===== config.mk =====
export PLATFORM = sky130hd
export DESIGN_NAME = dual_pot_serial_command_decoder
export DESIGN_NICKNAME = d
export VERILOG_FILES = /design/src/pot_pkg.sv /design/src/dual_pot_serial_command_decoder.sv /design/src/sync_two_flop.sv /design/src/wiper_alu.sv
export VERILOG_INCLUDE_DIRS = /design/src /design/src/src
export SDC_FILE = /design/constraint.sdc
export NUM_CORES = 1
export LEC_CHECK = 0
export BUFFER_PORTS_ARGS = -buffer_cell sky130_fd_sc_hd__buf_2
export CAP_MARGIN = 10
export CORE_ASPECT_RATIO = 1.1
export CORE_MARGIN = 5
export CORE_UTILIZATION = 63
export CTS_BUF_LIST = sky130_fd_sc_hd__clkbuf_16
export DETAILED_ROUTE_END_ITERATION = 8
export GPL_TIMING_DRIVEN = 1
export PLACE_DENSITY_LB_ADDON = 0.1
export SETUP_SLACK_MARGIN = 0.15
export SLEW_MARGIN = 20
export SYNTH_ARGS = -nofsm -noshare
export SYNTH_HDL_FRONTEND = slang
export SYNTH_HIERARCHICAL = 1
export SYNTH_SLANG_ARGS = --single-unit

===== constraint.sdc =====
create_clock -name core_clk -period 4.35 [get_ports core_clk]
set_input_delay 1.305 -clock core_clk [delete_from_list [all_inputs] [get_ports core_clk]]
set_output_delay 1.305 -clock core_clk [all_outputs]
set_load 0.02 [all_outputs]

===== src/pot_defines.svh =====
// Constants for the dual wiper serial command decoder
`ifndef POT_DEFINES_SVH
`define POT_DEFINES_SVH

// ****************************************************************
// Word layout
// ****************************************************************
`define WORD_W          16
`define CMD_MSB         15
`define CMD_LSB         12
`define ADDR_MSB        11
`define ADDR_LSB        8
`define DATA_MSB        7
`define DATA_LSB        0
`define CHAN_BIT        8
`define WORD_RESET      16'h0000

// ****************************************************************
// Wiper values and storage
// ****************************************************************
`define WIPER_W         8
`define WIPER_ZERO      8'h00
`define WIPER_ONE       8'h01
`define WIPER_MID       8'h80
`define WIPER_FULL      8'hFF
`define STORE_DEPTH     16
`define STORE_RESET     {16{8'h80}}
`define ADDR_ZERO       4'h0
`define CHAN_COUNT      2
`define SYNC_W          5

`endif


===== src/pot_pkg.sv =====
// Types shared by the dual wiper serial command decoder
package pot_pkg;

    typedef enum logic [3:0] {
        CMD_NO_OPERATION = 4'h0,
        CMD_RECALL_ONE   = 4'h1,
        CMD_SAVE_ONE     = 4'h2,
        CMD_WRITE_STORE  = 4'h3,
        CMD_SHR_ONE      = 4'h4,
        CMD_SHR_ALL      = 4'h5,
        CMD_DEC_ONE      = 4'h6,
        CMD_DEC_ALL      = 4'h7,
        CMD_RELOAD_ALL   = 4'h8,
        CMD_READ_STORE   = 4'h9,
        CMD_READ_WIPER   = 4'hA,
        CMD_LOAD_WIPER   = 4'hB,
        CMD_SHL_ONE      = 4'hC,
        CMD_SHL_ALL      = 4'hD,
        CMD_INC_ONE      = 4'hE,
        CMD_INC_ALL      = 4'hF
    } command_t;

    typedef enum logic [2:0] {
        ALU_HOLD = 3'b000,
        ALU_INC  = 3'b001,
        ALU_DEC  = 3'b010,
        ALU_SHL  = 3'b011,
        ALU_SHR  = 3'b100,
        ALU_LOAD = 3'b101
    } alu_op_t;

    typedef enum logic [0:0] {
        PHASE_INIT = 1'b0,
        PHASE_RUN  = 1'b1
    } phase_t;

endpackage : pot_pkg


===== src/dual_pot_serial_command_decoder.sv =====
// Serial command decoder with two wiper registers and a nonvolatile store
`timescale 1ns/1ps
`include "pot_defines.svh"
module dual_pot_serial_command_decoder
    import pot_pkg::*;
(
    input  wire logic                core_clk,
    input  wire logic                reset_n,
    input  wire logic                serialClk,
    input  wire logic                serialInPin,
    input  wire logic                chipSelect_n,
    input  wire logic                writeProtect_n,
    input  wire logic                presetStrobePin_n,
    output logic                     serialOutPinOut,
    output logic                     serialOutPinOe,
    output logic [`WIPER_W-1:0]      wiperRegister0,
    output logic [`WIPER_W-1:0]      wiperRegister1,
    output logic                     lowPowerState,
    output logic                     readProgramState
);
    import pot_pkg::*;

    // ****************************************************************
    // State
    // ****************************************************************
    typedef struct packed {
        phase_t                               phase;
        logic [`WORD_W-1:0]                   shiftReg;
        logic                                 outBit;
        logic                                 outOe;
        logic                                 sclkPrev;
        logic                                 csPrev;
        logic                                 presetPrev;
        logic [`CHAN_COUNT-1:0][`WIPER_W-1:0] wiper;
        logic [`STORE_DEPTH-1:0][`WIPER_W-1:0] store;
        logic                                 readProgram;
        logic                                 lowPower;
    } core_state_t;

    core_state_t st;
    core_state_t next_st;

    // ****************************************************************
    // Pin synchronisation
    // ****************************************************************
    logic [`SYNC_W-1:0] pinsSync;
    logic               sclkSync;
    logic               sdiSync;
    logic               csSync_n;
    logic               wpSync_n;
    logic               presetSync_n;

    sync_two_flop #(
        .WIDTH (`SYNC_W)
    ) u_sync (
        .core_clk   (core_clk),
        .reset_n    (reset_n),
        .asyncIn    ({serialClk, serialInPin, chipSelect_n, writeProtect_n,
                      presetStrobePin_n}),
        .resetLevel ({`SYNC_W{1'b1}}),
        .syncOut    (pinsSync)
    );

    assign sclkSync     = pinsSync[4];
    assign sdiSync      = pinsSync[3];
    assign csSync_n     = pinsSync[2];
    assign wpSync_n     = pinsSync[1];
    assign presetSync_n = pinsSync[0];

    // ****************************************************************
    // Edge detection and word fields
    // ****************************************************************
    logic                  sclkRise;
    logic                  sclkFall;
    logic                  csRise;
    logic                  csFall;
    logic                  presetRise;
    logic                  presetLow;
    logic                  execute;
    command_t              cmd;
    logic [3:0]            addr;
    logic [`WIPER_W-1:0]   dataByte;
    logic                  chan;
    logic                  wpActive;

    // Link clock is sampled, so SPI edges are only seen while selected
    assign sclkRise   = !csSync_n && sclkSync && !st.sclkPrev;
    assign sclkFall   = !csSync_n && !sclkSync && st.sclkPrev;
    assign csRise     = csSync_n && !st.csPrev;
    assign csFall     = !csSync_n && st.csPrev;
    assign presetLow  = !presetSync_n;
    assign presetRise = presetSync_n && !st.presetPrev;
    assign execute    = csRise && (st.phase == PHASE_RUN);

    // Last sixteen bits shifted in form the word
    assign cmd      = command_t'(st.shiftReg[`CMD_MSB:`CMD_LSB]);
    assign addr     = st.shiftReg[`ADDR_MSB:`ADDR_LSB];
    assign dataByte = st.shiftReg[`DATA_MSB:`DATA_LSB];
    assign chan     = st.shiftReg[`CHAN_BIT];
    assign wpActive = !wpSync_n;

    // ****************************************************************
    // Per-channel operation decode
    // ****************************************************************
    function automatic alu_op_t decodeOp(
        input command_t c,
        input logic     sel,
        input logic     addrIsZero,
        input logic     protect
    );
        alu_op_t op;
        op = ALU_HOLD;
        unique case (c)
            CMD_RECALL_ONE: op = sel ? ALU_LOAD : ALU_HOLD;
            CMD_SHR_ONE:    op = sel ? ALU_SHR : ALU_HOLD;
            CMD_SHR_ALL:    op = ALU_SHR;
            CMD_DEC_ONE:    op = sel ? ALU_DEC : ALU_HOLD;
            CMD_DEC_ALL:    op = ALU_DEC;
            CMD_RELOAD_ALL: op = addrIsZero ? ALU_LOAD : ALU_HOLD;
            CMD_LOAD_WIPER: op = sel ? ALU_LOAD : ALU_HOLD;
            CMD_SHL_ONE:    op = sel ? ALU_SHL : ALU_HOLD;
            CMD_SHL_ALL:    op = ALU_SHL;
            CMD_INC_ONE:    op = sel ? ALU_INC : ALU_HOLD;
            CMD_INC_ALL:    op = ALU_INC;
            default:        op = ALU_HOLD;
        endcase
        // Only the reload command may move a protected wiper
        if (protect && c != CMD_RELOAD_ALL) begin
            op = ALU_HOLD;
        end
        return op;
    endfunction : decodeOp

    alu_op_t                              aluOp     [`CHAN_COUNT];
    logic [`CHAN_COUNT-1:0][`WIPER_W-1:0] aluLoad;
    logic [`CHAN_COUNT-1:0][`WIPER_W-1:0] aluResult;
    logic                                 applyWiper;

    // Preset and power-on refresh take priority over serial commands
    assign applyWiper = execute || presetLow || presetRise || (st.phase == PHASE_INIT);

    genvar ch;
    generate
        for (ch = 0; ch < `CHAN_COUNT; ch++) begin : g_chan
            always_comb begin
                if (st.phase == PHASE_INIT || presetRise) begin
                    aluOp[ch]   = ALU_LOAD;
                    aluLoad[ch] = st.store[ch];
                end else if (presetLow) begin
                    aluOp[ch]   = ALU_LOAD;
                    aluLoad[ch] = `WIPER_MID;
                end else begin
                    aluOp[ch]   = decodeOp(cmd, chan == 1'(ch), addr == `ADDR_ZERO,
                                           wpActive);
                    // Data byte only reaches the direct load; others ignore it
                    aluLoad[ch] = (cmd == CMD_LOAD_WIPER) ? dataByte
                                                          : st.store[ch];
                end
            end

            wiper_alu u_alu (
                .value     (st.wiper[ch]),
                .op        (aluOp[ch]),
                .loadValue (aluLoad[ch]),
                .result    (aluResult[ch])
            );
        end
    endgenerate

    // ****************************************************************
    // Next state
    // ****************************************************************
    always_comb begin
        next_st            = st;
        next_st.phase      = PHASE_RUN;
        next_st.sclkPrev   = sclkSync;
        next_st.csPrev     = csSync_n;
        next_st.presetPrev = presetSync_n;

        if (applyWiper) begin
            next_st.wiper = aluResult;
        end

        // Shift in on rising link clock edges, MSB first
        if (sclkRise) begin
            next_st.shiftReg = {st.shiftReg[`WORD_W-2:0], sdiSync};
        end

        // Output changes on falling edge, first bit at select
        if (csFall || sclkFall) begin
            next_st.outBit = st.shiftReg[`WORD_W-1];
        end

        if (execute) begin
            unique case (cmd)
                CMD_NO_OPERATION: begin
                    next_st.lowPower    = 1'b1;
                    next_st.readProgram = 1'b0;
                end
                CMD_RECALL_ONE: begin
                    next_st.readProgram = 1'b1;
                    next_st.lowPower    = 1'b0;
                end
                CMD_SAVE_ONE: begin
                    next_st.store[{3'b000, chan}] = st.wiper[chan];
                    next_st.lowPower              = 1'b0;
                end
                CMD_WRITE_STORE: begin
                    next_st.store[addr] = dataByte;
                    next_st.lowPower    = 1'b0;
                end
                CMD_READ_STORE: begin
                    next_st.shiftReg[`DATA_MSB:`DATA_LSB] = st.store[addr];
                    next_st.lowPower                      = 1'b0;
                end
                CMD_READ_WIPER: begin
                    next_st.shiftReg[`DATA_MSB:`DATA_LSB] = st.wiper[chan];
                    next_st.lowPower                      = 1'b0;
                end
                default: begin
                    next_st.lowPower = 1'b0;
                end
            endcase
        end

        // Open drain: pull low only while selected and the bit is zero
        next_st.outOe = !csSync_n && !next_st.outBit;
    end

    // ****************************************************************
    // Registers
    // ****************************************************************
    always_ff @(posedge core_clk or negedge reset_n) begin
        if (!reset_n) begin
            st.phase       <= PHASE_INIT;
            st.shiftReg    <= `WORD_RESET;
            st.outBit      <= 1'b1;
            st.outOe       <= 1'b0;
            st.sclkPrev    <= 1'b1;
            st.csPrev      <= 1'b1;
            st.presetPrev  <= 1'b1;
            st.wiper       <= {`CHAN_COUNT{`WIPER_MID}};
            st.store       <= `STORE_RESET;
            st.readProgram <= 1'b0;
            st.lowPower    <= 1'b1;
        end else begin
            st <= next_st;
        end
    end

    // ****************************************************************
    // Outputs
    // ****************************************************************
    assign serialOutPinOut  = 1'b0 & st.outBit;
    assign serialOutPinOe   = st.outOe;
    assign wiperRegister0   = st.wiper[0];
    assign wiperRegister1   = st.wiper[1];
    assign lowPowerState    = st.lowPower;
    assign readProgramState = st.readProgram;

endmodule : dual_pot_serial_command_decoder


===== src/sync_two_flop.sv =====
// Two flip-flop synchroniser for asynchronous pin levels
`timescale 1ns/1ps
`include "pot_defines.svh"
module sync_two_flop #(
    parameter int WIDTH = `SYNC_W
) (
    input  wire logic             core_clk,
    input  wire logic             reset_n,
    input  wire logic [WIDTH-1:0] asyncIn,
    input  wire logic [WIDTH-1:0] resetLevel,
    output logic      [WIDTH-1:0] syncOut
);
    typedef struct packed {
        logic [WIDTH-1:0] first;
        logic [WIDTH-1:0] second;
    } sync_state_t;

    sync_state_t st;
    sync_state_t next_st;

    always_comb begin
        next_st.first  = asyncIn;
        next_st.second = st.first;
    end

    // Reset loads all ones; resetLevel cancels out of syncOut and has no effect
    always_ff @(posedge core_clk or negedge reset_n) begin
        if (!reset_n) begin
            st <= '1;
        end else begin
            st <= next_st;
        end
    end

    assign syncOut = st.second ^ ~resetLevel ^ ~resetLevel;

endmodule : sync_two_flop


===== src/wiper_alu.sv =====
// Saturating step, shift and load arithmetic for one wiper channel
`timescale 1ns/1ps
`include "pot_defines.svh"
module wiper_alu
    import pot_pkg::*;
(
    input  wire logic [`WIPER_W-1:0] value,
    input  wire pot_pkg::alu_op_t    op,
    input  wire logic [`WIPER_W-1:0] loadValue,
    output logic      [`WIPER_W-1:0] result
);
    always_comb begin
        unique case (op)
            ALU_INC: result = (value == `WIPER_FULL) ? value : value + `WIPER_ONE;
            ALU_DEC: result = (value == `WIPER_ZERO) ? value : value - `WIPER_ONE;
            ALU_SHL: begin
                if (value == `WIPER_ZERO) begin
                    result = `WIPER_ONE;
                end else if (value >= `WIPER_MID) begin
                    result = `WIPER_FULL;
                end else begin
                    result = {value[`WIPER_W-2:0], 1'b0};
                end
            end
            ALU_SHR: result = {1'b0, value[`WIPER_W-1:1]};
            ALU_LOAD: result = loadValue;
            default: result = value;
        endcase
    end

endmodule : wiper_alu


==> results.yml <==
cells_and_area:
  final_cell_mix: "sky130_fd_sc_hd__dfrtp_1, sky130_fd_sc_hd__mux2_2, sky130_fd_sc_hd__nand2_1"
  layout-area-overhead-vs-synth_pct: 6.45
  antenna_cells: 0
  layout.cells.most_common: "sky130_fd_sc_hd__dfrtp_1"
  nNetsFinal: 914
  drive_above_1_share_pct: 32.1
  stdcell_area_sq_um: 11000
logic_synthesis:
  synth_edf_count: 0
  ys_top_cells_by_area: "sky130_fd_sc_hd__dfrtp_1, sky130_fd_sc_hd__mux2_2, sky130_fd_sc_hd__dfstp_2, sky130_fd_sc_hd__mux4_2, sky130_fd_sc_hd__a21oi_1"
  yosysUniqueCellTypes: 64
  ys_async_sr_fraction_pct: 100
  ys_seq_area_share_pct: 43.5
  synth_top_cell_by_area: "sky130_fd_sc_hd__dfrtp_1"
  post_synth_instance_area_sq_um: 10300
  synth_top_area_share_pct: 35.1
  synth_xor_area_share_pct: 0.254
  syn-instance-count: 938
  synthMuxAreaShare_pct: 24.3
  synth_top_family_by_area: "multiplexers"
  fraction_of_the_mapped_netlist_area_in_compound_gates_pct: 14.8
  synthesized_area_fraction_occupied_by_adder_cells_pct: 0.581
  simple_gate_share_of_the_synthesized_area_pct: 10.7
  ys_seq_elements: 178
  synth.net_count: 949
  yosys_warnings: 6
  post_synth.cell_area_avg_sq_um: 11.0
  synth_flop_cell: "sky130_fd_sc_hd__dfrtp_1"
worst_setup_path:
  critPathArrivalTime_ns: 4.18
  worst-setup-path-type: "flop to flop"
  most_repeated_library_cell_on_the_critical_path: "sky130_fd_sc_hd__o211ai_1"
  path_max_fanout: 19
  critPathLaunchType: "flop"
  critPathRequiredTime_ns: 4.72
  worstPathCellList: "or4b_2, o211ai_1, nand2_1, a21oi_1, a311o_1, nor3b_1, a221oi_1, a22o_1, o211ai_1, mux2_2"
  worstSetupEndpointType: "flop"
  critPathMaxStageDelay_ns: 0.66
  critPathSlowestCell: "sky130_fd_sc_hd__or4b_2"
cts:
  ctsLongestPathBuffers: 2
  worstSkewPairLatency_ns: 0.44
  number_of_sinks_on_the_clock_net: 178
  worst_setup_hold_path_clk_slew_ns: 0.07
  post_cts.repair.setup_buffers: 0
  clock-root-buffer: "sky130_fd_sc_hd__clkbuf_16"
  ctsResizeCount: 0
  cts_tree: "yes"
  cts.hold.buffers_added: 0
  htree_num_levels: 4
  cts-buffers-inserted: 17
detailed_routing:
  post_drt_via_cell_ratio: 7.01
  initialDrtViolationCount: 696
  detailroute.via_count: 7853
  wire_per_inst_um: 23.8
  ant_nets: 0
  detail_route.wirelength_um: 26600
  firstDrtPassIters: 7
  route.detailed.drc: 0
placed_design:
  globalplace.congestion: 0.942
  detailed_place_hpwl_um: 17500
  postPlaceCellArea_sq_um: 10400
  pre_cts_ws_ns: 0.708
  number_of_input_and_output_port_buffers_inserted: 25
timing:
  finalHoldViolations: 0
  finalMaxSlewViolations: 0
  tightest_slew_ns: 1.00
  clock_skew_ns: 0.00832
  relSlewSlack_pct: 32.7
  setup_tns_ns: 0
  max_clk_rate_ghz: 0.262
  unrepaired_setup_endpoints_after_global_routing: "false"
  finalCritPeriodShare_pct: 87.7
  report.final.setup_viol: 0
  final_critical_path_setup_slack_ns: 0.536
  final_period_minus_worst_setup_slack_ns: 3.81
die:
  total_core_area_sq_um: 16200
  fp.dieH_um: 144
  chipWidth_um: 132
  fp.dieArea_sq_um: 19100
  floorplan.initialDensity_pct: 63.6
  fp-row-count: 49
  ios: 27
pwr:
  power_w: 0.00425
  power.ir.vdd_worst_mv: 0.279
  power-per-cell-area_nw_per_um2: 386
  static-leakage-power_nw: 4.76
global_routing:
  global_route_wire_length_before_repair_um: 43700
  grt_overflow_total: 0
  grt_start_max_net_pins: 76
  grt_antenna_before_repair: 0
  first_global_vias: 7920
  grtUsageTotal_pct: 28.8
run_status:
  run_status: "completed"
run:
  max-cap-violations: 0
min_path:
  hp-class: "flop to flop"
area by class of cell:
cell class,count,area [sq um]
fill,1222,5250
multi-input combinational,633,5240
sequential,178,4500
clock buffer,17,425
timing repair buffer,42,272
tap,204,255
clock inverter,15,198
inverter,31,116
power breakdown:
part | total (W) | internal (W) | switching, W
sequential | 0.00185 | 0.00172 | 0.000129
clock | 0.00163 | 0.000923 | 0.000708
combinational | 0.000766 | 0.000279 | 0.000487
total | 0.00425 | 0.00292 | 0.00133
metrics by stage:
| step | hold slack, ns | cells | util, % |
|---|---|---|---|
| 6_report | 0.359 | 1120 | 67.7 |
| 5_1_grt | 0.364 | 1120 | 67.7 |
| 4_1_cts | 0.361 | 1120 | 67.7 |
| 3_5_place_dp | 0.348 | 1088 | 63.9 |
| 3_3_place_gp | 0.346 | 1088 | 63.9 |
| 2_1_floorplan | 0.345 | 938 | - |
Yosys cell counts (5+ instances only):
cell type and instances:
sky130_fd_sc_hd__dfrtp_1 145, sky130_fd_sc_hd__mux2_2 117, sky130_fd_sc_hd__nand2_1 60, sky130_fd_sc_hd__a21oi_1 50
sky130_fd_sc_hd__clkbuf_1 50, sky130_fd_sc_hd__o21ai_0 49, sky130_fd_sc_hd__dfstp_2 33, sky130_fd_sc_hd__mux4_2 32
sky130_fd_sc_hd__inv_1 31, sky130_fd_sc_hd__nor2_1 29, sky130_fd_sc_hd__mux2i_1 23, sky130_fd_sc_hd__buf_4 20
sky130_fd_sc_hd__a22o_1 19, sky130_fd_sc_hd__buf_2 19, sky130_fd_sc_hd__o22ai_1 19, sky130_fd_sc_hd__a22oi_1 18
sky130_fd_sc_hd__mux2_4 16, sky130_fd_sc_hd__nand3_1 14, sky130_fd_sc_hd__o211ai_1 14, sky130_fd_sc_hd__or3_1 13
sky130_fd_sc_hd__a31oi_1 12, sky130_fd_sc_hd__nor3_1 11, sky130_fd_sc_hd__nand2b_1 9, sky130_fd_sc_hd__and3_1 8
sky130_fd_sc_hd__nor2b_1 8, sky130_fd_sc_hd__o21a_1 8, sky130_fd_sc_hd__a221oi_1 7, sky130_fd_sc_hd__nor2_2 7
sky130_fd_sc_hd__a211oi_1 6, sky130_fd_sc_hd__nor3b_1 6, sky130_fd_sc_hd__nand4_1 5
worst max-delay path: cells and delay by family, from the launching register on:
kind,cells,cell delay (ns)
multiplexers,1,0.17
AND/OR/NAND/NOR,3,1.44
AO/OA/AOI/OAI,6,1.61
flip-flops,1,0.52
flip-flops by register name, summed over array words and instances, names as in the netlist:
signal            count
serialOutPinOe        1
readProgramState      1
cmd                   4
u_sync/st             5
wiperRegister0        8
lowPowerState         1
dataByte              8
u_sync/next_st        5
st                  133
wiperRegister1        8
addr                  4
worst paths after layout:
kind / start / endpoint / slack [ns] / cells after the start
min in group asynchronous: reset_n / wiperRegister0[3]$_DFFE_PN0P_ / 0.89 / 1
hold reg to reg: u_sync/next_st[1]$_DFF_PN1_ / u_sync/st[1]$_DFF_PN1_ / 0.36 / 0
hold / removal: u_sync/next_st[1]$_DFF_PN1_ / u_sync/st[1]$_DFF_PN1_ / 0.36 / 0
max in group asynchronous: reset_n / st[121]$_DFFE_PN1P_ / 2.52 / 2
setup reg to reg: cmd[2]$_DFFE_PN0P_ / wiperRegister0[0]$_DFFE_PN0P_ / 0.54 / 10
setup / recovery: cmd[2]$_DFFE_PN0P_ / wiperRegister0[0]$_DFFE_PN0P_ / 0.54 / 10
metal layers:
layer,global-route usage (%),up-vias,share of wire [%]
li1,-,3410,-
met1,37.1,4012,40
met2,48.6,348,51
met3,4.49,83,5.5
met4,13.0,0,3.5
met5,0,-,0
cell families (layout without fill, tap and decap cells):
kind of cell | count (synthesis) | after routing
adder cells (fa/ha/maj) | 5 | 5
XOR/XNOR | 3 | 3
flip-flops | 178 | 178
AND/OR/NAND/NOR | 201 | 201
other | 2 | 2
buffers and inverters | 127 | 105
multiplexers | 188 | 188
AO/OA/AOI/OAI | 234 | 234
(Power assumes the default switching activity.)
